[src/core/acsp_pkg.sv]
// Package of constants for the amplifier control serial port.
`default_nettype none
package acsp_pkg;

  // ****************************************
  // Address and command layout
  // ****************************************
  localparam logic [6:0] ADDR_HIGH_BITS = 7'h36;
  localparam int ADDR_STRAP_POS = 1;
  localparam logic [2:0] DEST_MODE = 3'h0;
  localparam logic [2:0] DEST_VOLUME = 3'h4;
  localparam int DEST_POS = 5;
  localparam int HEADPHONE_POS = 4;
  localparam int GAIN_POS = 3;
  localparam int MODE_POS = 2;
  localparam int MUTE_POS = 1;
  localparam int SHDN_POS = 0;

  // ****************************************
  // Reset values
  // ****************************************
  localparam logic [4:0] MODE_RESET = 5'h00;
  localparam logic [4:0] VOLUME_RESET = 5'h00;

  // ****************************************
  // Timing
  // ****************************************
  localparam int SYS_CLK_HZ = 20000000;
  localparam int MAX_SCL_HZ = 400000;
  localparam int SCL_HALF_CYCLES = SYS_CLK_HZ / (2 * MAX_SCL_HZ);
  localparam logic [3:0] BITS_PER_BYTE = 4'h8;

  typedef enum logic [2:0] {
    ST_IDLE, ST_ADDR, ST_ADDR_ACK, ST_DATA, ST_DATA_ACK, ST_IGNORE
  } acsp_state_t;

endpackage : acsp_pkg
`default_nettype wire

[src/core/acsp_sync.sv]
// Two flip-flop synchroniser for the pin inputs.
`timescale 1ns/10ps
`default_nettype none
module acsp_sync
  import acsp_pkg::*;
#(
  parameter int WIDTH = 3
) (
  // Clock and reset
  input wire logic clk_sys,
  input wire logic srst,
  // Pins
  input wire logic [WIDTH-1:0] pinIn,
  output logic [WIDTH-1:0] pinSync
);

  logic [WIDTH-1:0] stage1_r;
  logic [WIDTH-1:0] stage2_r;

  // Reset to all ones because the bus idles released high.
  always_ff @(posedge clk_sys) begin
    if (srst) begin
      stage1_r <= '1;
      stage2_r <= '1;
    end else begin
      stage1_r <= pinIn;
      stage2_r <= stage1_r;
    end
  end

  assign pinSync = stage2_r;

endmodule : acsp_sync
`default_nettype wire

[src/core/acsp_slave.sv]
// Write-only two-wire control port of the amplifier.
`timescale 1ns/10ps
`default_nettype none

module acsp_slave
  import acsp_pkg::*;
(
  // Clock and reset
  input wire logic clk_sys,
  input wire logic srst,
  // Two-wire bus pins
  input wire logic sclIn,
  input wire logic sdaIn,
  output logic sdaOut,
  output logic sdaOe_n,
  // Strap
  input wire logic address_select_strap,
  // Control settings
  output logic headphone_select_bit,
  output logic gainExternal,
  output logic volumeAdjustable,
  output logic muteOn,
  output logic deviceActive,
  output logic [4:0] volume,
  // Status
  output logic busy,
  output logic addrMatched
);

  // ****************************************
  // Pin sampling
  // ****************************************
  logic [2:0] pinSync;
  logic sclS, sdaS, strapS;

  acsp_sync #(.WIDTH(3)) uSync (
    .clk_sys(clk_sys),
    .srst(srst),
    .pinIn({sclIn, sdaIn, address_select_strap}),
    .pinSync(pinSync)
  );

  assign sclS = pinSync[2];
  assign sdaS = pinSync[1];
  assign strapS = pinSync[0];

  logic sclPrev_r, sdaPrev_r;
  always_ff @(posedge clk_sys) begin
    if (srst) begin
      sclPrev_r <= 1'b1;
      sdaPrev_r <= 1'b1;
    end else begin
      sclPrev_r <= sclS;
      sdaPrev_r <= sdaS;
    end
  end

  logic sclRise, sclFall, startSeen, stopSeen;
  assign sclRise = sclS & ~sclPrev_r;
  assign sclFall = ~sclS & sclPrev_r;
  assign startSeen = sclS & sclPrev_r & sdaPrev_r & ~sdaS;
  assign stopSeen = sclS & sclPrev_r & ~sdaPrev_r & sdaS;

  // ****************************************
  // Receiver state
  // ****************************************
  acsp_state_t state_r, state_nxt;
  logic [7:0] shift_r, shift_nxt;
  logic [3:0] bitCnt_r, bitCnt_nxt;
  logic ackDrive_r, ackDrive_nxt;
  logic sawRise_r, sawRise_nxt;
  logic matched_r, matched_nxt;
  logic [4:0] mode_r, mode_nxt;
  logic [4:0] vol_r, vol_nxt;
  logic [7:0] ownAddr;

  // The low six bits of the constant are the fixed top of the address byte.
  assign ownAddr = {ADDR_HIGH_BITS[5:0], strapS, 1'b0};

  always_comb begin
    state_nxt = state_r;
    shift_nxt = shift_r;
    bitCnt_nxt = bitCnt_r;
    ackDrive_nxt = ackDrive_r;
    sawRise_nxt = sawRise_r;
    matched_nxt = matched_r;
    mode_nxt = mode_r;
    vol_nxt = vol_r;
    if (startSeen) begin
      // A repeated start mid-byte just restarts address reception.
      state_nxt = ST_ADDR;
      bitCnt_nxt = 4'h0;
      ackDrive_nxt = 1'b0;
      matched_nxt = 1'b0;
    end else if (stopSeen) begin
      state_nxt = ST_IDLE;
      ackDrive_nxt = 1'b0;
      matched_nxt = 1'b0;
    end else begin
      unique case (state_r)
        ST_IDLE, ST_IGNORE: begin
          ackDrive_nxt = 1'b0;
        end
        ST_ADDR, ST_DATA: begin
          if (sclRise) begin
            shift_nxt = {shift_r[6:0], sdaS};
            bitCnt_nxt = bitCnt_r + 4'h1;
          end
          if (sclFall && bitCnt_r == BITS_PER_BYTE) begin
            bitCnt_nxt = 4'h0;
            sawRise_nxt = 1'b0;
            if (state_r == ST_ADDR) begin
              if (shift_r == ownAddr) begin
                state_nxt = ST_ADDR_ACK;
                ackDrive_nxt = 1'b1;
                matched_nxt = 1'b1;
              end else begin
                state_nxt = ST_IGNORE;
              end
            end else begin
              state_nxt = ST_DATA_ACK;
              ackDrive_nxt = 1'b1;
              if (shift_r[7:DEST_POS] == DEST_MODE) begin
                mode_nxt = shift_r[4:0];
              end else if (shift_r[7:DEST_POS] == DEST_VOLUME) begin
                vol_nxt = shift_r[4:0];
              end
            end
          end
        end
        ST_ADDR_ACK, ST_DATA_ACK: begin
          if (sclRise) begin
            sawRise_nxt = 1'b1;
          end
          // Release only after the acknowledge pulse has finished.
          if (sclFall && sawRise_r) begin
            ackDrive_nxt = 1'b0;
            state_nxt = ST_DATA;
          end
        end
        default: begin
          state_nxt = ST_IDLE;
        end
      endcase
    end
  end

  always_ff @(posedge clk_sys) begin
    if (srst) begin
      state_r <= ST_IDLE;
      shift_r <= 8'h00;
      bitCnt_r <= 4'h0;
      ackDrive_r <= 1'b0;
      sawRise_r <= 1'b0;
      matched_r <= 1'b0;
      mode_r <= MODE_RESET;
      vol_r <= VOLUME_RESET;
    end else begin
      state_r <= state_nxt;
      shift_r <= shift_nxt;
      bitCnt_r <= bitCnt_nxt;
      ackDrive_r <= ackDrive_nxt;
      sawRise_r <= sawRise_nxt;
      matched_r <= matched_nxt;
      mode_r <= mode_nxt;
      vol_r <= vol_nxt;
    end
  end

  // ****************************************
  // Outputs
  // ****************************************
  // The data pin is only ever pulled low; the clock is never driven.
  assign sdaOut = 1'b0;
  assign sdaOe_n = ~ackDrive_r;
  assign headphone_select_bit = mode_r[HEADPHONE_POS];
  assign gainExternal = mode_r[GAIN_POS];
  assign volumeAdjustable = mode_r[MODE_POS];
  assign muteOn = mode_r[MUTE_POS];
  assign deviceActive = mode_r[SHDN_POS];
  assign volume = vol_r;
  assign busy = (state_r != ST_IDLE);
  assign addrMatched = matched_r;

  // ****************************************
  // Checks
  // ****************************************
  a_start_goes_addr: assert property (
    @(posedge clk_sys) disable iff (srst)
    startSeen |=> state_r == ST_ADDR && bitCnt_r == 4'h0)
    else $error("Start did not begin address reception.");
  a_stop_goes_idle: assert property (
    @(posedge clk_sys) disable iff (srst)
    stopSeen |=> state_r == ST_IDLE && sdaOe_n)
    else $error("Stop did not return to idle.");
  a_match_acks: assert property (
    @(posedge clk_sys) disable iff (srst)
    (state_r == ST_ADDR && sclFall && bitCnt_r == 4'h8 &&
     shift_r == ownAddr && !startSeen && !stopSeen) |=> !sdaOe_n)
    else $error("Matching address not acknowledged.");
  a_mismatch_quiet: assert property (
    @(posedge clk_sys) disable iff (srst)
    (state_r == ST_ADDR && sclFall && bitCnt_r == 4'h8 &&
     shift_r != ownAddr && !startSeen && !stopSeen)
    |=> state_r == ST_IGNORE && sdaOe_n)
    else $error("Mismatched address not ignored.");
  a_ignore_released: assert property (
    @(posedge clk_sys) disable iff (srst)
    state_r == ST_IGNORE |-> sdaOe_n)
    else $error("Data driven while ignoring.");
  a_data_acks: assert property (
    @(posedge clk_sys) disable iff (srst)
    (state_r == ST_DATA && sclFall && bitCnt_r == 4'h8 &&
     !startSeen && !stopSeen) |=> state_r == ST_DATA_ACK && !sdaOe_n)
    else $error("Data byte not acknowledged.");
  a_mode_load: assert property (
    @(posedge clk_sys) disable iff (srst)
    (state_r == ST_DATA && sclFall && bitCnt_r == 4'h8 &&
     shift_r[7:5] == 3'h0 && !startSeen && !stopSeen)
    |=> {headphone_select_bit, gainExternal, volumeAdjustable, muteOn,
         deviceActive} == $past(shift_r[4:0]))
    else $error("Mode byte not loaded.");
  a_settings_hold: assert property (
    @(posedge clk_sys) disable iff (srst)
    (startSeen || stopSeen) |=> $stable(volume) && $stable(muteOn))
    else $error("Setting changed on start or stop.");
  a_never_high: assert property (
    @(posedge clk_sys) disable iff (srst)
    !sdaOe_n |-> sdaOut == 1'b0)
    else $error("Data pin driven high.");
  a_drive_in_ack: assert property (
    @(posedge clk_sys) disable iff (srst)
    !sdaOe_n |-> (state_r == ST_ADDR_ACK || state_r == ST_DATA_ACK))
    else $error("Data pulled low outside an acknowledge.");

endmodule : acsp_slave
`default_nettype wire

[config.mk]
export PLATFORM = sky130hd
export DESIGN_NAME = acsp_slave
export DESIGN_NICKNAME = d
export VERILOG_FILES = /design/src/core/acsp_pkg.sv /design/src/core/acsp_sync.sv /design/src/core/acsp_slave.sv
export SDC_FILE = /design/constraint.sdc
export NUM_CORES = 1
export LEC_CHECK = 0
export BUFFER_PORTS_ARGS = -buffer_cell sky130_fd_sc_hd__buf_2
export CORE_ASPECT_RATIO = 1.25
export CORE_MARGIN = 4
export CORE_UTILIZATION = 45
export DETAILED_ROUTE_END_ITERATION = 8
export GPL_TIMING_DRIVEN = 1
export PLACE_DENSITY_LB_ADDON = 0.12
export REMOVE_ABC_BUFFERS = 1
export SYNTH_ARGS = -nofsm -noshare
export SYNTH_HDL_FRONTEND = slang
export SYNTH_SLANG_ARGS = --single-unit
[constraint.sdc]
create_clock -name clk_sys -period 1.8 [get_ports clk_sys]
set_clock_uncertainty 0.05 [all_clocks]
set_input_delay 0.09 -clock clk_sys [delete_from_list [all_inputs] [get_ports clk_sys]]
set_output_delay 0.09 -clock clk_sys [all_outputs]
set_load 0.005 [all_outputs]
**Yosys cells after proc, flatten, opt, wreduce, memory -nomap -nowiden**

Cells that the tools add are included.

- Bits in registers: 36
- Bits in latches: 0
- Memory bits (writable): 0
- Bits in read-only memories: 0
- Bits of input ports: 5
- Output and inout bits: 14
- Logic and storage cells: 85
- Memories kept: 0

- $add $sub $neg: 1
- Multipliers: 0
- Div/mod/pow operators: 0
- Order comparisons: 0
- Equality and inequality tests: 15
- Shift-type cells: 0
- Mux-type cells: 17
- Bitwise operators: 17
- Reduce and logical (&&, ||, !) cells: 22

Operators with widths:

| kind | number |
|---|---|
| $mux 3 | 4 |
| $reduce_and 4->1 | 3 |
| $not 1->1 | 10 |
| $eq 3x3->1 const B | 3 |
| $pmux 3 s3 | 1 |
| $reduce_and 3->1 | 3 |
| $eq 8x8->1 | 1 |
| $mux 1 | 8 |
| $mux 4 | 2 |
| $ne 4x4->1 const B | 2 |
| $reduce_or 2->1 | 4 |
| $and 1x1->1 | 7 |
| $reduce_and 7->1 | 1 |
| $eq 3x2->1 const B | 2 |
| $logic_not 3->1 | 2 |
| $ne 2x2->1 const B | 3 |
| $ne 3x3->1 const B | 2 |
| $reduce_and 6->1 | 1 |
| $reduce_bool 3->1 | 2 |
| $reduce_and 5->1 | 1 |
| $add 4x1->4 const B | 1 |
| $eq 4x4->1 const B | 1 |
| $reduce_bool 2->1 | 2 |
| $eq 3x1->1 const B | 1 |
| other kinds (4) | 5 |

**Depth between registers and ports, before layout**

- Depth in word-level cells: 7
- Gate-level depth with buffers: 7
- Depth with buffers taken out: 6

**Hierarchy**

Synthesis repeated with hierarchy kept, for this count alone.

- Cell total of the unflattened synthesis: 181
- Area total of the unflattened synthesis: 1682.9 um^2

Modules (own cells, without submodules):

| module | times used | cells an instance | area an instance (um^2) | sequential area each (um^2) |
|---|---|---|---|---|
| acsp_slave | 1 | 169 | 1525.2 | 600.6 |
| acsp_sync | 1 | 12 | 157.7 | 120.1 |

**Worst setup path after synthesis**

OpenSTA, ideal clock, no wires.

- Path type: register to register
- From: register uSync.stage2_r[2] (netlist: uSync.pinSync[2])
- To: register mode_r[1]
- Library setup time: 128 ps
- Arrival: 1407 ps
- Data required time: 1622 ps
- Slack: 215 ps
- Stages on the path, launching flop included: 6
- Buffers on the path: 0
- Period minus slack after synthesis: 1585 ps
- Cell sequence: dfxtp_1 -> and4bb_2 -> nand3_4 -> nor4b_4 -> mux2i_1 -> nor2_1

- Cells in the longest elaborated chain, start to end: 5
- Elaborated cells on any way between the ends: 11
- Those cells by class: bitwise: 9; reduce/logical: 2

Ends and longest elaborated chain:

| element | RTL line | source |
|---|---|---|
| start, declared | acsp_sync.sv:18 | `logic [WIDTH-1:0] stage2_r;` |
| start signal, assigned | acsp_sync.sv:27 | `stage2_r <= stage1_r;` |
| $and 1x1->1 | acsp_slave.sv:61, acsp_slave.sv:62 |  |
| $and 1x1->1, on equally long branches (2 in a row) | acsp_slave.sv:62, acsp_slave.sv:61 |  |
| $not 1->1 (no source line) | n/a |  |
| $reduce_and 6->1 (no source line) * | n/a |  |
| end signal, assigned | acsp_slave.sv:165 | `mode_r <= mode_nxt;` |
| end, declared | acsp_slave.sv:73 | `logic [4:0] mode_r, mode_nxt;` |

Every way passes the cells marked *; elsewhere a longest branch is shown, timed or not.
A chain may end at the register's enable or synchronous reset.

**Worst setup path after layout**

- From: register bitCnt_r[0]
- To: register state_r[0]

- Cells in the longest elaborated chain, start to end: 4

Ends and longest elaborated chain:

| element | RTL line | source |
|---|---|---|
| start, declared | acsp_slave.sv:69 | `logic [3:0] bitCnt_r, bitCnt_nxt;` |
| start signal, assigned | acsp_slave.sv:161 | `bitCnt_r <= bitCnt_nxt;` |
| $eq 4x4->1 | acsp_slave.sv:109 | `if (sclFall && bitCnt_r == BITS_PER_BYTE) begin` |
| $logic_and 1x1->1 | acsp_slave.sv:109 |  |
| $ne 4x4->1 (no source line) | n/a |  |
| $reduce_and 3->1 (no source line) | n/a |  |
| end signal, assigned | acsp_slave.sv:159 | `state_r <= state_nxt;` |
| end, declared | acsp_slave.sv:67 | `acsp_state_t state_r, state_nxt;` |

Every way passes these cells.

==> results.cfg <==
[route]
via_per_inst = 5.273
top_layer = met4
wl_um = 3388
dr.pass1.iters = 4
wl_met3_um = 116
vias = 1276
wl_per_cell_um = 14.00
final_antenna_net_count = 0
drc = 0
drt_iter0_markers = 39
met2_length_um = 1843
wl_met1_um = 1358

[grt]
grt_use_total_pct = 17.07
gr-total-overflow = 0
grt_pass1_vias = 1268
grt_first_pass_wirelength_um = 5789
grt_max_degree = 33
antenna_found_initial = 0

[layout]
seq_area_um2 = 720.7
fin_nets = 211
multiInputGateArea_um2 = 847.1
drive_gt1_share_pct = 24.39
syn2layout_area_growth_pct = 21.73
final_common_cell = dfxtp_1
diodes = 0
fillers = 285
final_cell_mix = dfxtp_1, nor2_1, nand2_1

[clocking]
cts_root_buf = clkbuf_8
clock-sinks = 36
cts_made_buffers = 5
cts_buffer_depth = 2
post_cts_buffers = 0
h-tree-depth = 2
clkLatencyLatePin_ns = 0.29
clk_pin_slew_ns = 0.07
cts_tree = built

[logic_synthesis]
avgSynthCellArea_um2 = 8.978
seq_area_frac_synth_pct = 45.35
ys_seq_elements = 36
syn_inst = 177
mappedNetlistArea_um2 = 1589
yosysTopAreaCell = dfxtp_1
synth_warnings = 0
synth_cell_type_count = 42
synth-edff-count = 0
synth_flop_cell = dfxtp_1
async_reset_ff_share_pct = 0
yosysTopAreaCellShare_pct = 45.35
synth_area_leaders = dfxtp_1, mux2i_1, nor2_1

[place]
dpl.hpwl_um = 2375
port_buffers = 17
place.gp.congestion = 0.7783
post-place-ws_ns = 0.05240

[setup_path]
cp_slowest_stage_delay_ns = 0.39
cp_slowest_cell = dfxtp_1
worstPathRequired_ns = 1.97
cp_cell_sequence = inv_1 -> ha_1 -> and3_2 -> a2111oi_4 -> mux2i_1
endpoint_kind = flip-flop
worst-path-buf-inv = 1
crit_arrival_ns = 1.85
cp-startpoint = bitCnt_r[0]
crit_fanout = 5
crit_type = flip-flop to flip-flop
crit_family = flip-flops
r2r-start = bitCnt_r[0]
start_kind = flip-flop

[timing]
rsz0062_at_grt = false
max_freq_ghz = 0.5948
fin_tns_setup_ns = 0
max-slew-margin-rel_pct = 65.75
whs_ns = 0.2025
setup_viol = 0
setup_slack_ns = 0.1187
hold_viol = 0
tightest_slew_ns = 0.5137
slew_violations = 0
post-route-period-util_pct = 93.40
period_minus_slack_ns = 1.681

[die]
fp.coreArea_um2 = 3309
dieWidth_um = 61.15
die_height_um = 74.44
fp.dieArea_um2 = 4552
io_pins = 19
num_rows = 23
initial_core_util_pct = 48.02

[power]
peakVddDrop_v = 0.0005849
p_leak_nw = 0.8488
power_density_nw_per_um2 = 856.4

[worst_hold_path]
worstHoldStart = srst
hp-class = primary input to flip-flop

[status]
status = finished clean

[job]
drv_cap = 0
-- final cells by class --
type | instances | area share (%)
repair buffers | 28 | 9.250
multi-input cells | 129 | 43.79
inverters | 4 | 0.7762
flip-flops and latches | 36 | 37.26
clock buffers | 7 | 4.981
well taps | 37 | 2.393
clock inverters | 1 | 1.552
-- through the flow --
stage                     cell area (um^2)  std cells  util [%]  total power, mW
after floorplan                       1551        169         -           0.8672
after global placement                1743        231     52.67           0.8926
after detailed placement              1743        231     52.67           0.8936
after CTS                             1899        242     57.39            1.673
after global routing                  1934        242     58.45            1.718
final                                 1934        242     58.45            1.657
-- final timing paths --
check,slack [ns],depth (start not counted),end
setup / recovery,0.12,5,state_r[0]
hold / removal,0.20,2,volume[1]
setup reg to reg,0.12,5,state_r[0]
hold reg to reg,0.36,1,uSync.pinSync[0]
-- logic make-up (layout without fill, tap and decap cells) --
group	Yosys count	after routing	synth area share, %
AND/OR/NAND/NOR	85	85	29.61
flip-flops	36	36	45.35
AO/OA/AOI/OAI	24	24	9.528
multiplexers	13	13	8.189
buffers and inverters	12	40	3.306
XOR/XNOR	4	4	2.205
adder cells (fa/ha/maj)	2	2	1.575
other	1	1	0.2360
-- synthesized netlist by cell type, types with 2 or more instances --
cell	count
dfxtp_1	36
xor2_1	2
mux2i_1	13
clkbuf_1	4
buf_2	3
inv_1	4
xnor2_1	2
o21ai_0	2
ha_1	2
and3_1	2
nand2_1	20
a21oi_1	14
nand2b_1	5
nor2b_1	2
nor3_1	2
or2b_1	3
or2_2	8
nor2_1	27
nor4b_1	2
and2_1	2
-- sequential cells by signal, summed over array words and instances, names as in the netlist --
signal,flops
state_r,3
sdaPrev_r,1
addrMatched,1
uSync.stage1_r,3
bitCnt_r,4
sawRise_r,1
uSync.pinSync,3
sclPrev_r,1
mode_r,5
volume,5
shift_r,8
ackDrive_r,1
-- power by group --
part / internal, mW / leakage, nW / switching (mW)
sequential: 0.805 / 0.292 / 0.00514
combinational: 0.0363 / 0.493 / 0.0381
clock: 0.488 / 0.0645 / 0.283
total: 1.33 / 0.849 / 0.327
-- layer usage --
layer  global-route usage (%)  vias up
met1                    18.62      603
met5                        0        -
met4                    6.988        0
met3                    4.688        8
met2                    30.35       21
li1                         -      644
-- repair_timing --
item | 4_1_cts | 5_1_grt
resized for setup | 0 | 6
hold endpoints to repair | 3 | 0
endpoints found under the setup margin | 0 | 9
hold buffers | 3 | 0
(Power assumes the default switching activity.)
